==> src/rtl/adcctr_pkg.sv <==
`default_nettype none
package adcctr_pkg;
  // Register byte offsets.
  localparam logic [7:0] ADDR_GAIN_SCALE   = 8'h24;
  localparam logic [7:0] ADDR_OFFSET_TRIM  = 8'h26;
  localparam logic [7:0] ADDR_ANALOG_TRIM  = 8'h28;
  localparam logic [7:0] ADDR_DEBUG_HALT   = 8'h2a;
  // Field positions and widths.
  localparam int unsigned CORR_W           = 12;
  localparam int unsigned TRIM_W           = 11;
  localparam int unsigned RUN_HALTED_BIT   = 0;
  // Values after reset.
  localparam logic [11:0] GAIN_RESET       = 12'h000;
  localparam logic [11:0] OFFSET_RESET     = 12'h000;
  localparam logic [10:0] TRIM_RESET       = 11'h000;
  localparam logic        RUN_HALT_RESET   = 1'b0;
  // Fraction bits of the gain factor.
  localparam int unsigned GAIN_FRAC        = 11;
  localparam logic [11:0] RESULT_MAX       = 12'hfff;
endpackage
`default_nettype wire

==> src/rtl/adcctr_corr.sv <==
`timescale 1ns/1ps
`default_nettype none
// Combinational correction datapath: (raw - offset) * gain, saturated.
module adcctr_corr
  import adcctr_pkg::*;
(
  // Operands.
  input  wire logic [11:0] raw_i,
  input  wire logic [11:0] gain_i,
  input  wire logic [11:0] offset_i,
  // Result.
  output logic      [11:0] corr_o
);
  logic signed [13:0] diff;
  logic signed [26:0] prod;
  logic signed [26:0] scaled;

  // Signed offset is sign extended so it may shift either way.
  always_comb
  begin
    diff   = $signed({2'h0, raw_i}) - $signed({{2{offset_i[11]}}, offset_i});
    prod   = 27'(diff) * $signed({15'h0, gain_i});
    scaled = prod >>> GAIN_FRAC;
    // Clamp to the unsigned result range.
    if (scaled < 0)
      corr_o = 12'h000;
    else if (scaled > $signed({15'h0, RESULT_MAX}))
      corr_o = RESULT_MAX;
    else
      corr_o = scaled[11:0];
  end
endmodule
`default_nettype wire

==> src/rtl/adcctr_regs.sv <==
`timescale 1ns/1ps
`default_nettype none
// How it works
// - Correction on: scale raw by gain.
// - Gain is unsigned 1.11 fixed point.
// - Correction on: subtract offset from raw.
// - Offset is signed two's complement.
// - Reserved upper bits read back zero.
// - Halted debug: stop unless run bit set.
// - Run bit changes only while disabled.
// - Result sits in bits 11:0 of 16.
module adcctr_regs
  import adcctr_pkg::*;
(
  // Clock and reset.
  input  wire logic        core_clk_i,
  input  wire logic        resetn_i,
  // Register port.
  input  wire logic [7:0]  addr_i,
  input  wire logic [15:0] wdata_i,
  input  wire logic        wr_i,
  input  wire logic        rd_i,
  output logic      [15:0] rdata_o,
  // Converter side.
  input  wire logic        correction_on_i,
  input  wire logic        adc_enabled_i,
  input  wire logic        write_guard_i,
  input  wire logic        cpu_halted_i,
  input  wire logic        raw_valid_i,
  input  wire logic [11:0] raw_i,
  output logic      [15:0] result_o,
  output logic             result_valid_o,
  output logic             adc_run_o,
  output logic      [10:0] analog_trim_o
);
  typedef struct packed {
    logic [11:0] gain;
    logic [11:0] offset;
    logic [10:0] trim;
    logic        run_halted;
    logic [15:0] rdata;
    logic [15:0] result;
    logic        rvalid;
    logic        run;
  } adcctr_state_t;

  adcctr_state_t st;
  adcctr_state_t next_st;
  logic [11:0]   corr;
  logic          wr_ok;

  adcctr_corr u_corr
  (
    .raw_i    (raw_i),
    .gain_i   (st.gain),
    .offset_i (st.offset),
    .corr_o   (corr)
  );

  assign wr_ok = wr_i && !write_guard_i;

  // Next state: register writes, read mux, result capture, run gating.
  always_comb
  begin
    next_st = st;
    if (wr_ok)
    begin
      case (addr_i)
        ADDR_GAIN_SCALE:  next_st.gain   = wdata_i[11:0];
        ADDR_OFFSET_TRIM: next_st.offset = wdata_i[11:0];
        ADDR_ANALOG_TRIM: next_st.trim   = wdata_i[10:0];
        ADDR_DEBUG_HALT:
        begin
          // Changing it mid-run could halt a conversion unpredictably.
          if (!adc_enabled_i)
            next_st.run_halted = wdata_i[RUN_HALTED_BIT];
        end
        default: next_st.gain = st.gain;
      endcase
    end
    // Reads answer the cycle after; unmapped addresses read zero.
    next_st.rdata = 16'h0000;
    if (rd_i)
    begin
      case (addr_i)
        ADDR_GAIN_SCALE:  next_st.rdata = {4'h0, st.gain};
        ADDR_OFFSET_TRIM: next_st.rdata = {4'h0, st.offset};
        ADDR_ANALOG_TRIM: next_st.rdata = {5'h00, st.trim};
        ADDR_DEBUG_HALT:  next_st.rdata = {15'h0000, st.run_halted};
        default:          next_st.rdata = 16'h0000;
      endcase
    end
    // Converter halts in debug unless told to keep running.
    next_st.run = adc_enabled_i && (!cpu_halted_i || st.run_halted);
    next_st.rvalid = 1'b0;
    if (raw_valid_i && st.run)
    begin
      next_st.rvalid = 1'b1;
      if (correction_on_i)
        next_st.result = {4'h0, corr};
      else
        next_st.result = {4'h0, raw_i};
    end
  end

  // State register.
  always_ff @(posedge core_clk_i or negedge resetn_i)
  begin
    if (!resetn_i)
    begin
      st            <= '0;
      st.gain       <= GAIN_RESET;
      st.offset     <= OFFSET_RESET;
      st.trim       <= TRIM_RESET;
      st.run_halted <= RUN_HALT_RESET;
    end
    else
      st <= next_st;
  end

  assign rdata_o        = st.rdata;
  assign result_o       = st.result;
  assign result_valid_o = st.rvalid;
  assign adc_run_o      = st.run;
  assign analog_trim_o  = st.trim;

  // Guarded writes leave the gain untouched.
  property p_guard;
    @(posedge core_clk_i) disable iff (!resetn_i)
      (wr_i && write_guard_i) |=> $stable(st.gain) && $stable(st.run_halted);
  endproperty
  a_guard: assert property (p_guard) else $error("guarded write changed a register");

  property p_run_locked;
    @(posedge core_clk_i) disable iff (!resetn_i)
      adc_enabled_i |=> $stable(st.run_halted);
  endproperty
  a_run_locked: assert property (p_run_locked) else $error("run bit changed while enabled");

  property p_halt;
    @(posedge core_clk_i) disable iff (!resetn_i)
      (cpu_halted_i && !st.run_halted) |=> !adc_run_o;
  endproperty
  a_halt: assert property (p_halt) else $error("converter ran while halted");

  property p_keep_run;
    @(posedge core_clk_i) disable iff (!resetn_i)
      (adc_enabled_i && st.run_halted && !wr_i) |=> adc_run_o;
  endproperty
  a_keep_run: assert property (p_keep_run) else $error("converter stopped with run bit set");

  property p_upper_zero;
    @(posedge core_clk_i) disable iff (!resetn_i)
      result_o[15:12] == 4'h0;
  endproperty
  a_upper_zero: assert property (p_upper_zero) else $error("result upper bits set");

  property p_rsv_rd;
    @(posedge core_clk_i) disable iff (!resetn_i)
      (rd_i && addr_i == ADDR_ANALOG_TRIM) |=> rdata_o[15:11] == 5'h00;
  endproperty
  a_rsv_rd: assert property (p_rsv_rd) else $error("reserved trim bits read nonzero");

  property p_gain_wr;
    @(posedge core_clk_i) disable iff (!resetn_i)
      (wr_ok && addr_i == ADDR_GAIN_SCALE) ##1 (rd_i && addr_i == ADDR_GAIN_SCALE)
        |=> rdata_o == {4'h0, $past(wdata_i[11:0], 2)};
  endproperty
  a_gain_wr: assert property (p_gain_wr) else $error("gain readback mismatch");

  property p_raw_pass;
    @(posedge core_clk_i) disable iff (!resetn_i)
      (raw_valid_i && st.run && !correction_on_i) |=> result_o == {4'h0, $past(raw_i)};
  endproperty
  a_raw_pass: assert property (p_raw_pass) else $error("uncorrected result mismatch");

  property p_corr;
    @(posedge core_clk_i) disable iff (!resetn_i)
      (raw_valid_i && st.run && correction_on_i) |=> result_o == {4'h0, $past(corr)};
  endproperty
  a_corr: assert property (p_corr) else $error("corrected result mismatch");

  // Reserved upper bits of the correction registers read zero.
  property p_rsv_corr;
    @(posedge core_clk_i) disable iff (!resetn_i)
      (rd_i && (addr_i == ADDR_GAIN_SCALE || addr_i == ADDR_OFFSET_TRIM))
        |=> rdata_o[15:12] == 4'h0;
  endproperty
  a_rsv_corr: assert property (p_rsv_corr) else $error("correction reserved bits set");

  // Only bit 0 of the debug register is live.
  property p_rsv_dbg;
    @(posedge core_clk_i) disable iff (!resetn_i)
      (rd_i && addr_i == ADDR_DEBUG_HALT) |=> rdata_o[15:1] == 15'h0000;
  endproperty
  a_rsv_dbg: assert property (p_rsv_dbg) else $error("debug reserved bits set");

  // Read data stand one cycle only, so a stale word is never taken for a fresh one.
  property p_rd_idle;
    @(posedge core_clk_i) disable iff (!resetn_i)
      !rd_i |=> rdata_o == 16'h0000;
  endproperty
  a_rd_idle: assert property (p_rd_idle) else $error("read data outside read cycle");

  // A stopped converter stores nothing: no valid pulse and no new result.
  property p_valid_gate;
    @(posedge core_clk_i) disable iff (!resetn_i)
      !(raw_valid_i && st.run) |=> !result_valid_o;
  endproperty
  a_valid_gate: assert property (p_valid_gate) else $error("result valid without capture");

  property p_result_hold;
    @(posedge core_clk_i) disable iff (!resetn_i)
      !(raw_valid_i && st.run) |=> $stable(result_o);
  endproperty
  a_result_hold: assert property (p_result_hold) else $error("result changed without capture");

  // The trim output follows an accepted write on the next cycle.
  property p_trim_wr;
    @(posedge core_clk_i) disable iff (!resetn_i)
      (wr_ok && addr_i == ADDR_ANALOG_TRIM) |=> analog_trim_o == $past(wdata_i[10:0]);
  endproperty
  a_trim_wr: assert property (p_trim_wr) else $error("trim output mismatch");

  // Main scenarios: corrected capture, running while halted, blocked and locked writes.
  c_corr:  cover property (@(posedge core_clk_i) raw_valid_i && st.run && correction_on_i);
  c_halt:  cover property (@(posedge core_clk_i) cpu_halted_i && st.run_halted && adc_run_o);
  c_guard: cover property (@(posedge core_clk_i) wr_i && write_guard_i);
  c_lock:  cover property (@(posedge core_clk_i) adc_enabled_i && wr_ok && addr_i == ADDR_DEBUG_HALT);
endmodule
`default_nettype wire

==> config.mk <==
export PLATFORM = sky130hd
export DESIGN_NAME = adcctr_regs
export DESIGN_NICKNAME = d
export VERILOG_FILES = /design/src/rtl/adcctr_pkg.sv /design/src/rtl/adcctr_corr.sv /design/src/rtl/adcctr_regs.sv
export SDC_FILE = /design/constraint.sdc
export NUM_CORES = 1
export LEC_CHECK = 0
export ABC_AREA = 1
export BUFFER_PORTS_ARGS = -buffer_cell sky130_fd_sc_hd__buf_2
export CAP_MARGIN = 20
export CORE_MARGIN = 4
export CORE_UTILIZATION = 52
export CTS_CLUSTER_DIAMETER = 30
export DETAILED_ROUTE_END_ITERATION = 16
export PLACE_DENSITY_LB_ADDON = 0.08
export SYNTH_ARGS = -nofsm -noshare
export SYNTH_HDL_FRONTEND = slang
export SYNTH_HIERARCHICAL = 1
export SYNTH_SLANG_ARGS = --single-unit
export TNS_END_PERCENT = 100
==> constraint.sdc <==
create_clock -name core_clk_i -period 9.1 [get_ports core_clk_i]
set_input_delay 1.365 -clock core_clk_i [delete_from_list [all_inputs] [get_ports core_clk_i]]
set_output_delay 1.365 -clock core_clk_i [all_outputs]
set_load 0.02 [all_outputs]
==> reports/metrics.csv, run 1 <==
metric,value,unit
outcome,completed,
placementRows,52,
multiInputGateArea,0.007377,sq mm
wl,27340,um
worst_pin_slew,1.032,ns
route.detailed.drc,0,
maxSlewHeadroom,0.3094,
holdCritPathClass,register to register,
crit_fanout,11,
clk_path_buf_depth,2,
cts_buffers,9,
p_leak,6.480,nW
path_clk_slew,0.05,ns
first_global_vias,8788,
worstPathRequired,9.35,ns
regArea,0.001551,sq mm
synth_area_leaders,"fa_1 (28%), dfrtp_1 (14%), inv_1 (12%), nand2_1 (10%), ha_1 (9.2%)",
dr.pass1.iters,5,
period_minus_slack,8.328,ns
grt_pass1_wl,45410,um
root_buffer,clkbuf_16,
post-cts-setup-buffers,0,
yosysSeqAreaShare,0.1441,
yosys_warnings,6,
track_usage,0.2424,
fin_skew,0.003854,ns
cts_sinks,62,
placement.cell_area,0.01105,sq mm
report.final.slew_viol_count,0,
fill_cells,2047,
initial_core_util,0.5304,
setup_violations,0,
rsz0062_at_grt,false,
crit_arrival,8.58,ns
end_kind,register,
drt-wirelength-per-cell,15.61,um
finalHoldViolCount,0,
power_density,88.74,mW/mm^2
crit_path_max_incr_delay,0.78,ns
finalSetupTns,0,ns
htreeDepth,3,
syn_to_final_growth,5.438,%
drive_gt1_frac,0.09453,
overflow,0,
maxCapViolCount,0,
finalInstanceArea,0.01135,sq mm
nNetsFinal,1749,
ant_nets,0,
post-dp-hpwl,23230,um
synth.distinct_cells,43,
crit_top_cell,inv_1,
syn_area,0.01077,sq mm
post-place-ws,0.5349,ns
fmax,0.1201,GHz
vias_per_cell,5.073,
critPathSlowestCell,fa_1,
coreArea,0.02030,sq mm
crit_type,input port to register,
total_power,1.007,mW
cts_hold_buf,0,
worst_slack,0.7721,ns
postCtsResizedCells,0,
place_congestion,0.9048,
yosysTopAreaCell,fa_1,
synth_seq_cells,62,
diodes,0,
die_area,0.02307,sq mm
fp.dieH,151.9,um
ir_worst_vdd,0.08194,mV
yosysTopAreaCellShare,0.2770,
tritoncts,built,
grt_max_degree,63,
num_io_pins,90,
clock_latency,0.33,ns
fin_util,0.5592,
vias,8882,
drt_iter0_drc,533,
fin_crit_sh,0.9151,
syn_inst,1453,
portBuffers,77,
startpoint_type,input port,
die_x,151.9,um
antenna_found_initial,0,
syn_avg_cell_area,7.410,sq um
layout make-up:
type,count,area share
inverters,365,0.1207
flip-flops and latches,62,0.1367
repair buffers,81,0.03659
multi-input cells,957,0.6498
clock inverters,6,0.005401
well taps,270,0.02976
clock buffers,10,0.02105
cell families (layout without fill, tap and decap cells):
group,count (synthesis),after routing,synth area share
compound gates,117,117,0.06217
xor+xnor,31,31,0.02522
fa+ha+maj,228,228,0.3689
buf+inv,441,462,0.1732
flops,62,62,0.1441
other cells,1,8,0.0003483
simple gates,573,573,0.2261
metal layers:
metal  vias up  wire (um)  part of all wire  GRT usage
met5         -          0                 0          0
met4         0        809             0.030    0.07021
met3        40       1693             0.062    0.04551
met2       231      12280              0.45     0.3738
met1      4281      12550              0.46     0.3511
li1       4330          -                 -          -
stage by stage:
| step | hold slack, ns | std cells |
|---|---|---|
| after CTS | 0.5056 | 1751 |
| after detailed placement | 0.4916 | 1735 |
| after floorplan | 0.4749 | 1460 |
| after global placement | 0.4946 | 1735 |
| final | 0.5026 | 1751 |
| after global routing | 0.5251 | 1751 |
worst paths after layout:
path	start	endpoint	slack, ns	depth (start not counted)
setup / recovery	raw_i[2]	result_o[8]	0.77	33
hold / removal	analog_trim_o[5]	analog_trim_o[5]	0.50	2
hold reg to reg	analog_trim_o[5]	analog_trim_o[5]	0.50	2
min in group asynchronous	resetn_i	result_valid_o	1.21	2
max in group asynchronous	resetn_i	rdata_o[0]	7.35	2
setup reg to reg	st[48]	result_o[8]	1.51	33
power breakdown:
group	switching [mW]	internal (mW)	leakage (nW)	total [mW]
Combinational	0.245	0.117	5.50	0.361
Clock	0.124	0.218	0.148	0.342
Sequential	0.0134	0.291	0.830	0.304
registers in the layout, summed over array words and instances (netlist names):
signal / flops
st: 25
analog_trim_o: 11
adc_run_o: 1
rdata_o: 12
result_valid_o: 1
result_o: 12
Yosys cell counts:
cell type,n
a221oi_1,1
buf_4,46
nor2_2,2
nand4_1,21
or2_2,8
a211oi_1,1
or2_1,1
nand3_1,80
fa_1,149
nand3b_1,3
buf_2,11
clkbuf_1,16
nor2_1,146
a31oi_1,1
nand2_1,286
xor2_1,16
nor3_1,5
nand3_2,2
o21ai_1,4
o21ai_0,30
conb_1,1
nand2_4,2
inv_1,357
nand2b_1,1
nor3_2,1
inv_2,3
a21oi_2,1
a21o_1,3
xnor2_1,15
o21ai_2,13
o21bai_1,4
nand2_2,8
and3_1,2
and2_4,1
ha_1,79
a21oi_1,57
nor2_4,2
dfrtp_1,62
buf_6,3
and2_1,2
o211ai_1,1
a31o_1,1
clkinv_1,5
cell usage in the layout (no fill, tap or decap), types with 9 or more instances in the layout:
| master | count |
|---|---|
| inv_1 | 357 |
| fa_1 | 149 |
| buf_2 | 77 |
| clkbuf_16 | 9 |
| xnor2_1 | 15 |
| o21ai_2 | 13 |
| nor2_1 | 146 |
| nand4_1 | 21 |
| dfrtp_1 | 62 |
| nand3_1 | 80 |
| xor2_1 | 16 |
| ha_1 | 79 |
| nand2_1 | 286 |
| o21ai_0 | 30 |
| a21oi_1 | 57 |
critical path, delay by kind of cell:
kind / cells / cell delay [ns]
adder cells (fa/ha/maj): 7 / 3.49
AND/OR/NAND/NOR: 16 / 2.68
buffers and inverters: 6 / 0.46
AO/OA/AOI/OAI: 3 / 0.42
XOR/XNOR: 1 / 0.16
Note: power is estimated with default switching activity, not from simulation.
==> run 2, diff against run 1 <==
CELL_PAD_IN_SITES_DETAIL_PLACEMENT = 1   (was default)
CELL_PAD_IN_SITES_GLOBAL_PLACEMENT = 2   (was default)
CORE_UTILIZATION = 36   (was 52)
==> reports/metrics.csv, run 2 (synthesis results as in run 1) <==
metric,value,unit,change
outcome,completed,,unchanged
ir_worst_vdd,0.08370,mV,was 0.08194 mV
final_cell_mix,"inv_1 (357), nand2_1 (286), fa_1 (149)",,unchanged
crit_type,input port to register,,unchanged
dr.pass1.iters,5,,unchanged
placementRows,63,,was 52
maxSlewHeadroom,0.3177,,was 0.3094
fmax,0.1180,GHz,was 0.1201 GHz
portBuffers,77,,unchanged
rsz0062_at_grt,false,,unchanged
drt-wirelength-per-cell,17.48,um,was 15.61 um
hp-start,st[49],,was analog_trim_o[5]
root_buffer,clkbuf_16,,unchanged
regMostFlops,st,,unchanged
initial_core_util,0.3642,,was 0.5304
path_clk_slew,0.06,ns,was 0.05 ns
holdCritPathClass,register to register,,unchanged
critPathSlowestCell,fa_1,,unchanged
fin_crit_sh,0.9312,,was 0.9151
finalHoldViolCount,0,,unchanged
crit_fanout,10,,was 11
period_minus_slack,8.474,ns,was 8.328 ns
multiInputGateArea,0.007377,sq mm,unchanged
antenna_found_initial,2,,was 0
grt_pass1_wl,52180,um,was 45410 um
track_usage,0.2000,,was 0.2424
vias_per_cell,4.785,,was 5.073
crit_path_max_incr_delay,0.80,ns,was 0.78 ns
regArea,0.001551,sq mm,unchanged
endpoint,result_o[11],,was result_o[8]
htreeDepth,3,,unchanged
diodes,0,,unchanged
end_kind,register,,unchanged
report.final.slew_viol_count,0,,unchanged
p_leak,6.493,nW,was 6.480 nW
postCtsResizedCells,0,,unchanged
clock_latency,0.33,ns,about the same
clk_path_buf_depth,2,,unchanged
die_area,0.03274,sq mm,was 0.02307 sq mm
num_io_pins,90,,unchanged
crit_top_cell,inv_1,,unchanged
largest_reg_flops,25,,unchanged
setup_violations,0,,unchanged
first_global_vias,9410,,was 8788
final_common_cell,inv_1,,unchanged
cp-startpoint,raw_i[2],,unchanged
fp.dieH,180.9,um,was 151.9 um
wl,32780,um,was 27340 um
crit_arrival,8.73,ns,was 8.58 ns
ant_nets,0,,unchanged
worst_pin_slew,1.020,ns,was 1.032 ns
fin_skew,0.008918,ns,was 0.003854 ns
post-cts-setup-buffers,0,,unchanged
coreArea,0.02956,sq mm,was 0.02030 sq mm
cts_sinks,62,,unchanged
r2r_setup_slack,1.38,ns,was 1.51 ns
drive_gt1_frac,0.09697,,was 0.09453
overflow,0,,unchanged
place_congestion,0.8048,,was 0.9048
r2r-start,st[48],,unchanged
fill_cells,3744,,was 2047
route.detailed.drc,0,,unchanged
total_power,1.023,mW,was 1.007 mW
die_x,180.9,um,was 151.9 um
startpoint_type,input port,,unchanged
rr_worst_depth,32,,was 33
power_density,88.71,mW/mm^2,was 88.74 mW/mm^2
post-dp-hpwl,28100,um,was 23230 um
cts_buffers,9,,unchanged
vias,8972,,was 8882
worstPathRequired,9.36,ns,was 9.35 ns
r2r-end,result_o[11],,was result_o[8]
tritoncts,built,,unchanged
cts_hold_buf,0,,unchanged
finalSetupTns,0,ns,unchanged
grt_max_degree,63,,unchanged
maxCapViolCount,0,,unchanged
syn_to_final_growth,7.078,%,was 5.438%
drt_iter0_drc,380,,was 533
nNetsFinal,1754,,was 1749
[run 2: per-layer routing]
| metal | up-vias | track usage | share of wire |
|---|---|---|---|
| li1 | 4327 | - | - |
| met1 | 4493 | 0.3015 | 0.50 |
| met2 | 144 | 0.3272 | 0.47 |
| met3 | 8 | 0.02033 | 0.033 |
| met4 | 0 | 0.01321 | 0.0040 |
| met5 | - | 0 | 0 |
[run 2: area by class of cell]
| cell class | count | share of cell area |
|---|---|---|
| inverters | 365 | 0.1188 |
| repair buffers | 86 | 0.03929 |
| well taps | 390 | 0.04233 |
| clock inverters | 6 | 0.005535 |
| multi-input cells | 957 | 0.6399 |
| clock buffers | 9 | 0.01954 |
| flip-flops and latches | 62 | 0.1346 |
[run 2: worst max-delay path: cells and delay by family]
| kind | cells | cell delay, ns |
|---|---|---|
| AO/OA/AOI/OAI | 4 | 0.61 |
| adder cells (fa/ha/maj) | 7 | 3.66 |
| buffers and inverters | 7 | 0.71 |
| AND/OR/NAND/NOR | 14 | 2.38 |
[run 2: through the flow]
step	util	hold WS, ns	worst slack [ns]	instances	instance area [sq um]
after floorplan	-	0.4749	1.762	1460	10790
after detailed placement	0.3802	0.4993	0.2454	1860	11240
after global placement	0.3802	0.4936	0.3612	1860	11240
final	0.3900	0.5110	0.6261	1875	11530
after CTS	0.3900	0.5122	0.5454	1875	11530
after global routing	0.3900	0.5286	0.07966	1875	11530
[run 2: worst min-delay path by stage]
| stage | to | slack (ns) | cells after the start |
|---|---|---|---|
| final | st[49] | 0.51 | 2 |
| after global routing | analog_trim_o[9] | 0.53 | 2 |
| after CTS | st[49] | 0.51 | 2 |
| after detailed placement | st[49] | 0.50 | 2 |
| after global placement | st[51] | 0.49 | 2 |
| after floorplan | st[34] | 0.47 | 2 |
[run 2: power by group]
part	total, mW	leakage, nW	internal, mW	switching (mW)
Clock	0.341	0.137	0.210	0.131
Combinational	0.377	5.53	0.119	0.258
Sequential	0.305	0.830	0.291	0.0138
Total	1.02	6.49	0.619	0.403
